==> config.mk <==
export PLATFORM = sky130hd
export DESIGN_NAME = dps_top
export DESIGN_NICKNAME = d
export VERILOG_FILES = /design/src/rtl/dps_sync.v /design/src/rtl/dps_top.v
export VERILOG_INCLUDE_DIRS = /design/src /design/src/shared
export SDC_FILE = /design/constraint.sdc
export NUM_CORES = 1
export LEC_CHECK = 0
export BUFFER_PORTS_ARGS = -buffer_cell sky130_fd_sc_hd__buf_2
export CAP_MARGIN = 20
export CORE_MARGIN = 3
export CORE_UTILIZATION = 30
export CTS_CLUSTER_SIZE = 25
export DETAILED_ROUTE_END_ITERATION = 10
export HOLD_SLACK_MARGIN = 0.02
export REMOVE_ABC_BUFFERS = 1
export SETUP_SLACK_MARGIN = 0.2
export SYNTH_ARGS = -nofsm -noshare
export SYNTH_HDL_FRONTEND = slang
export SYNTH_SLANG_ARGS = --single-unit
export TNS_END_PERCENT = 10
==> constraint.sdc <==
create_clock -name clk -period 7.15 [get_ports clk]
set_input_delay 0.715 -clock clk [delete_from_list [all_inputs] [get_ports clk]]
set_output_delay 0.715 -clock clk [all_outputs]
set_load 0.01 [all_outputs]
==> src/shared/dps_consts.vh <==
`ifndef DPS_CONSTS_VH
`define DPS_CONSTS_VH

// ----------------------------------------------------------------------
// Register byte offsets
// ----------------------------------------------------------------------
`define DPS_OFS_STALL      8'h00
`define DPS_OFS_RATED      8'h04
`define DPS_OFS_IOFUNC     8'h08
`define DPS_OFS_PROT       8'h0C
`define DPS_OFS_WAIT       8'h10
`define DPS_OFS_REFMIN     8'h14
`define DPS_OFS_STATUS     8'h18
`define DPS_OFS_FCLR       8'h1C

// ----------------------------------------------------------------------
// Field positions
// ----------------------------------------------------------------------
`define DPS_STALL_MODE_LSB 0
`define DPS_STALL_LVL_LSB  8
`define DPS_AUX_FN_LSB     0
`define DPS_RLY_FN_LSB     8
`define DPS_IN4_FN_LSB     16
`define DPS_IN5_FN_LSB     24
`define DPS_PL_EN_BIT      0
`define DPS_CRIT_LSB       2
`define DPS_ACT_LSB        4
`define DPS_SRC_LSB        8
`define DPS_VMIN_LSB       0
`define DPS_IMIN_LSB       16

// ----------------------------------------------------------------------
// Reset values and stall level limits
// ----------------------------------------------------------------------
`define DPS_RST_STALL_MODE 3'h3
`define DPS_RST_STALL_LVL  8'h96
`define DPS_STALL_LVL_MIN  8'h1E
`define DPS_STALL_LVL_MAX  8'h96
`define DPS_RST_RATED      16'h0064
`define DPS_RST_AUX_FN     5'h0C
`define DPS_RST_RLY_FN     5'h11
`define DPS_RST_IN4_FN     5'h03
`define DPS_RST_IN5_FN     5'h04
`define DPS_RST_PL_EN      1'b0
`define DPS_RST_CRIT       2'h0
`define DPS_RST_ACT        2'h0
`define DPS_RST_SRC        3'h0
`define DPS_RST_WAIT       8'h0A
`define DPS_RST_VMIN       12'h000
`define DPS_RST_IMIN       12'h000

// ----------------------------------------------------------------------
// Codes
// ----------------------------------------------------------------------
`define DPS_FN_IOL         5'h06
`define DPS_FN_STALL       5'h07
`define DPS_FN_CMD_LOSS    5'h0B
`define DPS_FN_RUN         5'h0C
`define DPS_FN_FAULT       5'h11
`define DPS_IN_EXT_A       5'h12
`define DPS_IN_EXT_B       5'h13
`define DPS_SRC_VOLT       3'h1
`define DPS_SRC_CURR       3'h2
`define DPS_SRC_SUM        3'h3
`define DPS_SRC_COMM       3'h4
`define DPS_PH_ACCEL       2'h1
`define DPS_PH_CONST       2'h2
`define DPS_PH_DECEL       2'h3
`define DPS_ACT_CONT       2'h0
`define DPS_ACT_COAST      2'h1
`define DPS_ACT_DECEL      2'h2
`define DPS_PCT_SCALE      24'd100

// ----------------------------------------------------------------------
// Timing
// ----------------------------------------------------------------------
`define DPS_CLK_NS         20
`define DPS_WAIT_UNIT_NS   100000000

`endif
==> src/rtl/dps_sync.v <==
`timescale 1ns/100ps
// ----------------------------------------------------------------------
// Two-stage synchroniser, one per bit
// ----------------------------------------------------------------------
module dps_sync #(
   parameter W = 1
) (
   input  wire         clk,
   input  wire         sys_rst,
   input  wire [W-1:0] din,
   output wire [W-1:0] dout
);

   genvar g;
   generate
      for (g = 0; g < W; g = g + 1) begin : g_bit
         reg meta_q;
         reg sync_q;
         always @(posedge clk) begin
            if (sys_rst) begin
               meta_q <= 1'b0;
               sync_q <= 1'b0;
            end else begin
               meta_q <= din[g];
               sync_q <= meta_q;
            end
         end
         assign dout[g] = sync_q;
      end
   endgenerate

endmodule

==> src/rtl/dps_top.v <==
// Implementation choices: the placing of the registers and register access over APB.
`timescale 1ns/100ps
// Notes on behaviour
// - Accel stall on: stop speed rise while current over level.
// - Constant-speed stall on: lower frequency while current over level.
// - Decel stall on: pause slowdown while DC link is too high.
// - Stall level is percent of rated current, range 30..150, default 150.
// - Stall mode mask: bit0 accel, bit1 constant, bit2 decel; default 3.
// - Output selected to stall code asserts while stall prevention acts.
// - Stall holds stretch the ramp beyond programmed accel or decel time.
// - Phase loss enable 1 cuts output on output phase loss; default 0.
// - Input function 18: closed contact flags fault and cuts output.
// - Input function 19: opened contact flags fault and cuts output.
// - Output pin or relay signals inverter overload trip when selected.
// - Ref loss checked only for voltage, current, sum or comm source.
// - Loss criterion 0..2; zero disables analog loss check, default 0.
// - Criterion 1: lost when analog input under half its minimum.
// - Criterion 2 with sum: lost when either input below its minimum.
// - Loss action only after wait time without command; default 1.0 s.
// - Loss action: 0 keep last frequency, 1 coast, 2 ramp to stop.
// - Output selected to code 11 reports frequency command loss.
// - Output function code 7 selects motor stall indication.
`include "dps_consts.vh"
module dps_top #(
   parameter WAIT_UNIT_CYCLES = `DPS_WAIT_UNIT_NS / `DPS_CLK_NS
) (
   input  wire        clk,
   input  wire        sys_rst,
   // APB slave
   input  wire        psel,
   input  wire        penable,
   input  wire        pwrite,
   input  wire [7:0]  paddr,
   input  wire [31:0] pwdata,
   output reg  [31:0] prdata,
   output reg         pready,
   output reg         pslverr,
   // Power stage measurements and ramp state
   input  wire [1:0]  ramp_phase,
   input  wire [15:0] motor_current,
   input  wire        dc_link_over,
   input  wire        inv_overload_trip,
   input  wire [2:0]  phase_open,
   // Reference sources
   input  wire [11:0] voltage_ref_input,
   input  wire [11:0] current_ref_input,
   input  wire        comm_ref_valid,
   // Contact inputs
   input  wire        input_terminal_four,
   input  wire        input_terminal_five,
   // Drive controls and status outputs
   output reg         accel_hold,
   output reg         const_reduce,
   output reg         decel_hold,
   output reg         output_cut,
   output reg         hold_last_freq,
   output reg         decel_to_stop,
   output reg         fault_flag,
   output reg         aux_output_pin,
   output reg         fault_relay_contact
);

   // ----------------------------------------------------------------------
   // Constants
   // ----------------------------------------------------------------------
   localparam [31:0] UNIT_CNT = (WAIT_UNIT_CYCLES < 1) ? 32'd1 :
                                WAIT_UNIT_CYCLES;
   localparam [1:0]  RL_IDLE  = 2'd0;
   localparam [1:0]  RL_WAIT  = 2'd1;
   localparam [1:0]  RL_LOST  = 2'd2;

   // ----------------------------------------------------------------------
   // Pin synchronisers
   // ----------------------------------------------------------------------
   wire [4:0] pins_s;

   dps_sync #(
      .W (5)
   ) u_sync (
      .clk     (clk),
      .sys_rst (sys_rst),
      .din     ({phase_open, input_terminal_five, input_terminal_four}),
      .dout    (pins_s)
   );

   wire       term4_s    = pins_s[0];
   wire       term5_s    = pins_s[1];
   wire [2:0] ph_open_s  = pins_s[4:2];

   // ----------------------------------------------------------------------
   // Configuration registers
   // ----------------------------------------------------------------------
   reg  [2:0]  stall_mode_select_q;
   reg  [7:0]  stall_current_level_q;
   reg  [15:0] motor_rated_current_q;
   reg  [4:0]  aux_output_function_q;
   reg  [4:0]  relay_function_q;
   reg  [4:0]  input_four_function_q;
   reg  [4:0]  input_five_function_q;
   reg         phase_loss_enable_q;
   reg  [1:0]  ref_loss_criterion_q;
   reg  [1:0]  ref_loss_action_q;
   reg  [2:0]  ref_source_q;
   reg  [7:0]  ref_loss_wait_q;
   reg  [11:0] volt_min_q;
   reg  [11:0] curr_min_q;

   reg         phase_trip_q;
   reg         ext_trip_q;
   reg         ext_trip_d;
   reg         stall_active_q;
   reg  [1:0]  rl_state_q;
   reg  [1:0]  rl_state_d;

   wire        setup_rd = psel & ~penable & ~pwrite;
   wire        acc_done = psel & penable & pready;
   wire        wr_en    = acc_done & pwrite;
   wire [7:0]  lvl_wr   = pwdata[`DPS_STALL_LVL_LSB +: 8];
   wire        fclr_wr  = wr_en & (paddr == `DPS_OFS_FCLR);

   always @(posedge clk) begin
      if (sys_rst) begin
         stall_mode_select_q   <= `DPS_RST_STALL_MODE;
         stall_current_level_q <= `DPS_RST_STALL_LVL;
         motor_rated_current_q <= `DPS_RST_RATED;
         aux_output_function_q <= `DPS_RST_AUX_FN;
         relay_function_q      <= `DPS_RST_RLY_FN;
         input_four_function_q <= `DPS_RST_IN4_FN;
         input_five_function_q <= `DPS_RST_IN5_FN;
         phase_loss_enable_q   <= `DPS_RST_PL_EN;
         ref_loss_criterion_q  <= `DPS_RST_CRIT;
         ref_loss_action_q     <= `DPS_RST_ACT;
         ref_source_q          <= `DPS_RST_SRC;
         ref_loss_wait_q       <= `DPS_RST_WAIT;
         volt_min_q            <= `DPS_RST_VMIN;
         curr_min_q            <= `DPS_RST_IMIN;
      end else if (wr_en) begin
         case (paddr)
            `DPS_OFS_STALL: begin
               stall_mode_select_q <=
                  pwdata[`DPS_STALL_MODE_LSB +: 3];
               // Level clamped into its legal span
               if (lvl_wr < `DPS_STALL_LVL_MIN) begin
                  stall_current_level_q <= `DPS_STALL_LVL_MIN;
               end else if (lvl_wr > `DPS_STALL_LVL_MAX) begin
                  stall_current_level_q <= `DPS_STALL_LVL_MAX;
               end else begin
                  stall_current_level_q <= lvl_wr;
               end
            end
            `DPS_OFS_RATED: begin
               motor_rated_current_q <= pwdata[15:0];
            end
            `DPS_OFS_IOFUNC: begin
               aux_output_function_q <= pwdata[`DPS_AUX_FN_LSB +: 5];
               relay_function_q      <= pwdata[`DPS_RLY_FN_LSB +: 5];
               input_four_function_q <= pwdata[`DPS_IN4_FN_LSB +: 5];
               input_five_function_q <= pwdata[`DPS_IN5_FN_LSB +: 5];
            end
            `DPS_OFS_PROT: begin
               phase_loss_enable_q <= pwdata[`DPS_PL_EN_BIT];
               // Values above 2 are refused, old setting kept
               if (pwdata[`DPS_CRIT_LSB +: 2] != 2'd3) begin
                  ref_loss_criterion_q <= pwdata[`DPS_CRIT_LSB +: 2];
               end
               if (pwdata[`DPS_ACT_LSB +: 2] != 2'd3) begin
                  ref_loss_action_q <= pwdata[`DPS_ACT_LSB +: 2];
               end
               ref_source_q <= pwdata[`DPS_SRC_LSB +: 3];
            end
            `DPS_OFS_WAIT: begin
               ref_loss_wait_q <= pwdata[7:0];
            end
            `DPS_OFS_REFMIN: begin
               volt_min_q <= pwdata[`DPS_VMIN_LSB +: 12];
               curr_min_q <= pwdata[`DPS_IMIN_LSB +: 12];
            end
            default: begin
            end
         endcase
      end
   end

   // ----------------------------------------------------------------------
   // APB answer: one wait-free access cycle
   // ----------------------------------------------------------------------
   wire mapped = (paddr[1:0] == 2'b00) && (paddr <= `DPS_OFS_FCLR);

   always @(posedge clk) begin
      if (sys_rst) begin
         pready  <= 1'b0;
         pslverr <= 1'b0;
         prdata  <= 32'h00000000;
      end else begin
         pready  <= psel & ~penable;
         pslverr <= psel & ~penable & ~mapped;
         if (setup_rd) begin
            case (paddr)
               `DPS_OFS_STALL:  prdata <= {16'h0000, stall_current_level_q,
                                           5'h00, stall_mode_select_q};
               `DPS_OFS_RATED:  prdata <= {16'h0000, motor_rated_current_q};
               `DPS_OFS_IOFUNC: prdata <= {3'h0, input_five_function_q,
                                           3'h0, input_four_function_q,
                                           3'h0, relay_function_q,
                                           3'h0, aux_output_function_q};
               `DPS_OFS_PROT:   prdata <= {21'h000000, ref_source_q, 2'h0,
                                           ref_loss_action_q,
                                           ref_loss_criterion_q,
                                           1'b0, phase_loss_enable_q};
               `DPS_OFS_WAIT:   prdata <= {24'h000000, ref_loss_wait_q};
               `DPS_OFS_REFMIN: prdata <= {4'h0, curr_min_q,
                                           4'h0, volt_min_q};
               `DPS_OFS_STATUS: prdata <= {24'h000000,
                                           inv_overload_trip,
                                           (rl_state_q == RL_LOST),
                                           ext_trip_q, phase_trip_q,
                                           decel_hold, const_reduce,
                                           accel_hold, stall_active_q};
               default:         prdata <= 32'h00000000;
            endcase
         end
      end
   end

   // ----------------------------------------------------------------------
   // Stall prevention
   // ----------------------------------------------------------------------
   wire [23:0] cur_x100  = {8'h00, motor_current} * `DPS_PCT_SCALE;
   wire [23:0] stall_lim = {8'h00, motor_rated_current_q} *
                           {16'h0000, stall_current_level_q};
   wire        over_i    = cur_x100 > stall_lim;

   wire acc_h_d = stall_mode_select_q[0] & (ramp_phase == `DPS_PH_ACCEL)
                  & over_i;
   wire con_r_d = stall_mode_select_q[1] & (ramp_phase == `DPS_PH_CONST)
                  & over_i;
   wire dec_h_d = stall_mode_select_q[2] & (ramp_phase == `DPS_PH_DECEL)
                  & dc_link_over;

   // Re-evaluated every cycle, so each hold drops one cycle after its cause does
   always @(posedge clk) begin
      if (sys_rst) begin
         accel_hold     <= 1'b0;
         const_reduce   <= 1'b0;
         decel_hold     <= 1'b0;
         stall_active_q <= 1'b0;
      end else begin
         accel_hold     <= acc_h_d;
         const_reduce   <= con_r_d;
         decel_hold     <= dec_h_d;
         stall_active_q <= acc_h_d | con_r_d | dec_h_d;
      end
   end

   // ----------------------------------------------------------------------
   // Phase loss and external trips
   // ----------------------------------------------------------------------
   wire running   = (ramp_phase != 2'b00);
   wire ph_loss   = phase_loss_enable_q & running & (|ph_open_s);

   wire ext_a4 = (input_four_function_q == `DPS_IN_EXT_A) & term4_s;
   wire ext_a5 = (input_five_function_q == `DPS_IN_EXT_A) & term5_s;
   wire ext_b4 = (input_four_function_q == `DPS_IN_EXT_B) & ~term4_s;
   wire ext_b5 = (input_five_function_q == `DPS_IN_EXT_B) & ~term5_s;
   wire ext_now = ext_a4 | ext_a5 | ext_b4 | ext_b5;

   // Trips latch; a clear cannot beat a live cause
   always @* begin
      ext_trip_d = ext_trip_q;
      if (fclr_wr && pwdata[1]) begin
         ext_trip_d = 1'b0;
      end
      if (ext_now) begin
         ext_trip_d = 1'b1;
      end
   end

   always @(posedge clk) begin
      if (sys_rst) begin
         phase_trip_q <= 1'b0;
         ext_trip_q   <= 1'b0;
      end else begin
         ext_trip_q <= ext_trip_d;
         if (ph_loss) begin
            phase_trip_q <= 1'b1;
         end else if (fclr_wr && pwdata[0]) begin
            phase_trip_q <= 1'b0;
         end
      end
   end

   // ----------------------------------------------------------------------
   // Reference loss detection
   // ----------------------------------------------------------------------
   wire [11:0] vmin_half = {1'b0, volt_min_q[11:1]};
   wire [11:0] imin_half = {1'b0, curr_min_q[11:1]};
   wire v_low = (ref_loss_criterion_q == 2'd1) ?
                (voltage_ref_input < vmin_half) :
                (voltage_ref_input < volt_min_q);
   wire i_low = (ref_loss_criterion_q == 2'd1) ?
                (current_ref_input < imin_half) :
                (current_ref_input < curr_min_q);
   reg  cause;

   always @* begin
      cause = 1'b0;
      if (ref_loss_criterion_q != 2'd0) begin
         case (ref_source_q)
            `DPS_SRC_VOLT: cause = v_low;
            `DPS_SRC_CURR: cause = i_low;
            `DPS_SRC_SUM:  cause = v_low | i_low;
            `DPS_SRC_COMM: cause = ~comm_ref_valid;
            default:       cause = 1'b0;
         endcase
      end
   end

   // Wait time counted in 0.1 s units from a divider enable
   reg  [31:0] div_q;
   reg  [7:0]  units_q;
   wire        unit_tick = (div_q == UNIT_CNT - 32'd1);
   wire        waited    = (units_q >= ref_loss_wait_q);

   always @* begin
      rl_state_d = rl_state_q;
      case (rl_state_q)
         RL_IDLE: begin
            if (cause) begin
               rl_state_d = RL_WAIT;
            end
         end
         RL_WAIT: begin
            if (!cause) begin
               rl_state_d = RL_IDLE;
            end else if (waited) begin
               rl_state_d = RL_LOST;
            end
         end
         RL_LOST: begin
            if (!cause) begin
               rl_state_d = RL_IDLE;
            end
         end
         default: rl_state_d = RL_IDLE;
      endcase
   end

   always @(posedge clk) begin
      if (sys_rst) begin
         rl_state_q <= RL_IDLE;
         div_q      <= 32'h00000000;
         units_q    <= 8'h00;
      end else begin
         rl_state_q <= rl_state_d;
         if (rl_state_q != RL_WAIT || !cause) begin
            div_q   <= 32'h00000000;
            units_q <= 8'h00;
         end else if (unit_tick) begin
            div_q <= 32'h00000000;
            if (!waited) begin
               units_q <= units_q + 8'h01;
            end
         end else begin
            div_q <= div_q + 32'h00000001;
         end
      end
   end

   wire ref_lost = (rl_state_q == RL_LOST);

   // ----------------------------------------------------------------------
   // Drive controls and status outputs
   // ----------------------------------------------------------------------
   function fn_out;
      input [4:0] code;
      input       stall;
      input       iol;
      input       loss;
      input       run;
      input       flt;
      begin
         case (code)
            `DPS_FN_IOL:      fn_out = iol;
            `DPS_FN_STALL:    fn_out = stall;
            `DPS_FN_CMD_LOSS: fn_out = loss;
            `DPS_FN_RUN:      fn_out = run;
            `DPS_FN_FAULT:    fn_out = flt;
            default:          fn_out = 1'b0;
         endcase
      end
   endfunction

   wire any_fault = phase_trip_q | ext_trip_q | inv_overload_trip;

   always @(posedge clk) begin
      if (sys_rst) begin
         output_cut          <= 1'b0;
         hold_last_freq      <= 1'b0;
         decel_to_stop       <= 1'b0;
         fault_flag          <= 1'b0;
         aux_output_pin      <= 1'b0;
         fault_relay_contact <= 1'b0;
      end else begin
         output_cut     <= phase_trip_q | ext_trip_q |
                           (ref_lost &
                            (ref_loss_action_q == `DPS_ACT_COAST));
         hold_last_freq <= ref_lost &
                           (ref_loss_action_q == `DPS_ACT_CONT);
         decel_to_stop  <= ref_lost &
                           (ref_loss_action_q == `DPS_ACT_DECEL);
         fault_flag     <= phase_trip_q | ext_trip_q;
         aux_output_pin <= fn_out(aux_output_function_q, stall_active_q,
                                  inv_overload_trip, ref_lost, running,
                                  any_fault);
         fault_relay_contact <= fn_out(relay_function_q, stall_active_q,
                                       inv_overload_trip, ref_lost, running,
                                       any_fault);
      end
   end

endmodule

# [Yosys cells after proc, flatten, opt, wreduce, memory -nomap -nowiden]
# Cells that the tools add are included.
[word_totals] reg_bits=185 in_bits=95 out_inout_bits=43
[classes] n_addsub=2 mul=2 n_lt_le_gt_ge=9 n_eq_ne=40 muxes=18 bitwise_logic=38 n_reduce_logical=26
[ops] op="29-bit case mux with 7 select lines" count=1
[ops] op="32-bit by 1-bit adder with 32-bit output (second input constant)" count=1
[ops] op="32-bit by 23-bit == test with 1-bit output (second input constant)" count=1
[ops] op="8-bit by 5-bit == test with 1-bit output (second input constant)" count=4
[ops] op="5-bit == test (second input constant)" count=6
[ops] op="23-bit by 24-bit > comparator with 1-bit output" count=1
[ops] op="12-bit by 11-bit less-than comparator with 1-bit output" count=2
[ops] op="12-bit less-than comparator" count=2
[ops] op="16-bit by 8-bit multiplier with 24-bit output" count=1
[ops] op="1-bit AND" count=22
[ops] op="16-bit by 5-bit multiplier with 21-bit output (second input constant)" count=1
[ops] op="5-bit by 3-bit == test with 1-bit output (second input constant)" count=4
[ops] op="5-bit by 4-bit == test with 1-bit output (second input constant)" count=4
[ops] op="8-bit by 4-bit == test with 1-bit output (second input constant)" count=2
[ops] op="8-bit 2-to-1 mux" count=2
[ops] op="2-bit AND reduction" count=7
[ops] op="1-bit case mux with 5 select lines" count=2
[ops] op="1-bit OR" count=9
[ops] op="3-bit AND reduction" count=3
[ops] op="8-bit by 1-bit adder with 8-bit output (second input constant)" count=1
[ops] op="2-bit by 1-bit == test with 1-bit output (second input constant)" count=4
[ops] op="2-bit == test (second input constant)" count=4
[ops] op="8-bit by 3-bit == test with 1-bit output (second input constant)" count=1
[ops] op="8-bit >= comparator" count=1
[ops] op="22 further kinds" count=49

# [Logic depth before layout (Yosys ltp)]
[depth] word_depth=8 mapped_depth=27 ltp_nobuf=26

# [Hierarchy]
# A second synthesis with hierarchy kept.
[hier_totals] hier_cells=1810 area_unflattened_um2=14904.3
[by_module_without_submodules] mod="dps_top" instances=1 cells_per_inst=1785 area_each_um2=14604.0 seq_area_each_um2=3443.3
[by_module_without_submodules] mod="dps_sync" instances=1 cells_per_inst=25 area_each_um2=300.3 seq_area_each_um2=200.2

# [Least setup slack after synthesis]
# OpenSTA, ideal clock, no wires.
[synth_timing] path_type="register to register" from="register stall_current_level_q[7]" to="register const_reduce" arrival_ns=5.633 t_required_ns=7.072 slack_ns=1.439 path_stages_with_launch=27 path_buffers=1 period_less_slack_ns=5.711 path_cell_list="dfxtp_1 clkbuf_1 nand2_1 fa_1 fa_1 inv_1 fa_1 inv_1 fa_1 inv_1 ha_1 o21ai_0 o21ai_0 a21oi_1 a211oi_1 o21ai_0 nand2b_1 a21oi_1 xor2_1 ha_1 nand4_1 nor4_1 a221oi_1 o21ai_0 a21oi_1 nand2b_1 nor3_1"
[synth_via] elab_chain_cells=3
[synth_rtl] item="start: declaration" line="dps_top.v:94" text="reg [7:0] stall_current_level_q;"
[synth_rtl] item="start signal: assignment" line="dps_top.v:124" text="stall_current_level_q <= `DPS_RST_STALL_LVL;"
[synth_rtl] item="start signal: assignment" line="dps_top.v:144" text="stall_current_level_q <= `DPS_STALL_LVL_MIN;"
[synth_rtl] item="start signal: assignment" line="dps_top.v:146" text="stall_current_level_q <= `DPS_STALL_LVL_MAX;"
[synth_rtl] item="16-bit by 8-bit multiplier with 24-bit output" line="dps_top.v:229" text="wire [23:0] stall_lim = {8'h00, motor_rated_current_q} *"
[synth_rtl] item="23-bit by 24-bit > comparator with 1-bit output" line="dps_top.v:231" text="wire over_i = cur_x100 > stall_lim;"
[synth_rtl] item="1-bit AND" line="dps_top.v:235" text="wire con_r_d = stall_mode_select_q[1] & (ramp_phase == `DPS_PH_CONST)"
[synth_rtl] item="end signal: assignment" line="dps_top.v:249" text="const_reduce <= con_r_d;"
[synth_rtl] item="end: declaration" line="dps_top.v:53" text="output reg const_reduce,"
# Every way passes these cells.
# A chain may end at the register's enable or synchronous reset.

# [Worst setup path in the final report]
[layout_timing] from="register motor_rated_current_q[2]" to="register const_reduce"
[layout_via] elab_chain_cells=3
[layout_rtl] item="start: declaration" line="dps_top.v:95" text="reg [15:0] motor_rated_current_q;"
[layout_rtl] item="start signal: assignment" line="dps_top.v:125" text="motor_rated_current_q <= `DPS_RST_RATED;"
[layout_rtl] item="start signal: assignment" line="dps_top.v:152" text="motor_rated_current_q <= pwdata[15:0];"
[layout_rtl] item="16-bit by 8-bit multiplier with 24-bit output" line="dps_top.v:229"
[layout_rtl] item="23-bit by 24-bit > comparator with 1-bit output" line="dps_top.v:231"
[layout_rtl] item="1-bit AND" line="dps_top.v:235"
# Every way passes these cells.

==> flow_summary.yaml <==
status:
  status: "complete, no violations"
floorplanning:
  dieWidth_um: 229
  start_util_pct: 30.7
  ioPinCount: 138
  chipHeight_um: 229
  coreArea_um2: 48300
  dieArea_um2: 52200
  rows: 80
drt:
  wl_mm: 40.7
  drtAntennaViolNets: 0
  wl_per_cell_um: 16.0
  drtPass1Iterations: 6
  routed_via_density: 4.98
  drt-initial-drc-count: 839
  vias: 12700
  drc: 0
place:
  dpl_cell_area_um2: 16100
  io_buffers: 131
  dp_slack_ps: 337
  gp_congestion: 0.864
  place_hpwl_mm: 31.6
global_route:
  grt_start_max_net_pins: 73
  grt_pass1_wl_mm: 65.4
  grt_pass1_vias: 12300
  grt_overflow: 0
  grt_util_all_layers_pct: 15.3
  antenna_found_initial: 12
yosys:
  syn_avg_cell_area_um2: 8.33
  synth_async_sr_flop_share_pct: 0
  synth_ff_type: "dfxtp_1"
  synth_cell_types: 63
  netlist_area_um2: 14900
  synth_top_area_share_pct: 24.5
  synthCells: 1783
  yosysSeqAreaShare_pct: 24.5
  yosys-top-cells-area: "dfxtp_1, ha_1, fa_1"
  synth_edf_count: 0
  synth_top_cell_by_area: "dfxtp_1"
  synth_seq_cells: 182
  yosys_warnings: 0
finish:
  area_growth_syn_to_layout_pct: 13.0
  layout_common_cells: "nand2_1, inv_1, dfxtp_1"
  design_area_um2: 16800
  fin_nets: 2234
  final_common_cell: "nand2_1"
  drive_above_1_share_pct: 10.5
worst_setup_path:
  cp_top_family: "adder cells"
  path_max_fanout: 10
  rr_worst_depth: 25
  crit_type: "flop to flop"
  cp.depth: 25
  cpPeakStageDelay_ps: 590
  path_buf_inv: 3
  crit_path_start_kind: "flop"
  r2r_end: "const_reduce"
  rr_startpoint: "motor_rated_current_q[2]"
  required_ps: 7490
  crit_arrival_ps: 6910
  end_kind: "flop"
  critPathSlowestCell: "dfxtp_1"
  cp_common_cell: "fa_1"
  reg2reg_slack_ps: 590
timing:
  worst_clock_skew_ps: 11.9
  fmax_ghz: 0.152
  finalSetupTns_ps: 0
  period_share_pct: 91.8
  hold_viol_final: 0
  slew_headroom_pct: 25.4
  worst_slew_pin_slew_ps: 1110
  timing.final.ws_setup_ps: 589
  fin_crit_ps: 6560
  rsz0062_at_grt: "false"
  setup_viol: 0
  final_max_slew_viol_count: 0
hold_path:
  hold_end: "u_sync.g_bit[0].sync_q"
  hp-class: "flop to flop"
  worstHoldStart: "u_sync.g_bit[0].meta_q"
  whs_path_depth: 1
cts:
  htree_levels: 4
  clock-sinks: 182
  clock_latency_ps: 440
  clockBufferDepth: 2
  path_clk_slew_ps: 80
  cts_tree: "built"
  numCtsBuffers: 17
  clockRootBuffer: "clkbuf_16"
power:
  p_leak_nw: 7.35
  power.density_nw_per_um2: 152
  ir_worst_vdd_uv: 140
job:
  max-cap-violations: 0
## cell type report
type                    instances  area [um2]
fillers                      4994       31600
multi-input cells            1330       10200
flip-flops and latches        182        3650
well taps                     656         821
inverters                     202         758
repair buffers                141         733
clock buffers                  17         425
clock inverters                15         215
diodes                          8        20.0
## sequential cells by signal, indices dropped and copies added (netlist names), 2 cells and up
name and flops:
relay_function_q 5, ref_source_q 3, u_sync.g_bit.meta_q 5, stall_mode_select_q 3
stall_current_level_q 8, prdata 29, motor_rated_current_q 16, aux_output_function_q 5
u_sync.g_bit.sync_q 5, ref_loss_criterion_q 2, div_q 32, ref_loss_action_q 2
curr_min_q 12, input_four_function_q 5, ref_loss_wait_q 8, rl_state_q 2
units_q 8, input_five_function_q 5, volt_min_q 12
## cell usage after synthesis, drive strengths merged, types with 3 or more instances
| cell type | count |
|---|---|
| nor4 | 16 |
| o21a | 5 |
| ha | 170 |
| fa | 95 |
| a31oi | 12 |
| a222oi | 10 |
| o22ai | 12 |
| nand3 | 36 |
| a21oi | 121 |
| inv | 202 |
| o31ai | 5 |
| nand4 | 21 |
| xnor2 | 39 |
| mux2i | 28 |
| a22oi | 7 |
| a211o | 4 |
| nor4b | 7 |
| a211oi | 11 |
| or2 | 5 |
| o211ai | 3 |
| a21o | 33 |
| a221oi | 5 |
| o21bai | 7 |
| o31a | 5 |
| nor2b | 20 |
| nor3b | 4 |
| and3 | 17 |
| clkbuf | 51 |
| a32oi | 3 |
| a2111oi | 3 |
| buf | 20 |
| nor3 | 59 |
| and4 | 3 |
| nor2 | 131 |
| mux2 | 3 |
| dfxtp | 182 |
| nand3b | 18 |
| or4b | 3 |
| xor2 | 34 |
| and2 | 100 |
| nand2 | 205 |
| nand2b | 19 |
| o21ai | 32 |
| or3 | 6 |
## timing repair
item                                    CTS  global route
setup buffers                             0             0
endpoints found under the setup margin    0             3
hold buffers                              0             0
resized for setup                         0             6
## stage by stage
step                std cells  hold slack [ps]  total power [mW]  util, %
finish                   2551              439              2.55     34.7
global route             2548              463              2.68     34.7
floorplan                1714              414              1.39        -
global placement         2511              426              1.53     33.3
CTS                      2543              446              2.57     34.7
detailed placement       2511              429              1.55     33.3
## how the worst max path moves through the flow
stage                             start           end  slack, ps
2_1_floorplan  stall_current_level_q[7]  const_reduce       1550
3_3_place_gp   stall_current_level_q[3]  const_reduce        400
3_5_place_dp   stall_current_level_q[3]  const_reduce        340
4_1_cts        stall_current_level_q[3]  const_reduce        270
5_1_grt        motor_rated_current_q[2]  const_reduce        200
6_report       motor_rated_current_q[2]  const_reduce        590
## metal layers
metal  GRT usage, %  share of wire, %  vias up  wire (um)
li1               -                 -     6186          -
met1           20.7                46     6147      18800
met2           24.8                46      299      18800
met3           2.53               5.2       57       2100
met4           5.15               2.4        6        989
met5              0             0.083        -         34
## worst register-to-register path, cell delays in order, from the launching register on
cell      delay (ps)
dfxtp_1          590
nand2_1          140
fa_1             480
fa_1             560
inv_1             60
fa_1             530
inv_1             60
fa_1             540
inv_1             50
ha_1             350
o21ai_0          140
o21ai_1          270
a21oi_1          110
a211oi_1         310
o21ai_0          120
nand2b_1          80
a21oi_1           80
xor2_1           150
ha_1             300
nand4_1          150
nor4_2           410
a221oi_1         150
o21ai_0          180
a21oi_1          230
nand2b_1         210
nor3_1           220
## power breakdown
group	switching [mW]	total [mW]	leakage (nW)	internal [mW]
clock	0.435	1.03	0.297	0.595
combinational	0.279	0.502	5.58	0.223
sequential	0.00310	1.02	1.47	1.02
total	0.717	2.55	7.35	1.84
## cell families after synthesis
kind of cell / count (synthesis) / synth area share, %
flops: 182 / 24.5
buf+inv: 273 / 7.13
other cells: 1 / 0.0252
fa+ha+maj: 265 / 27.1
simple gates: 674 / 22.7
xor+xnor: 73 / 4.30
compound gates: 284 / 12.1
mux: 31 / 2.11
(Power assumes the default switching activity.)
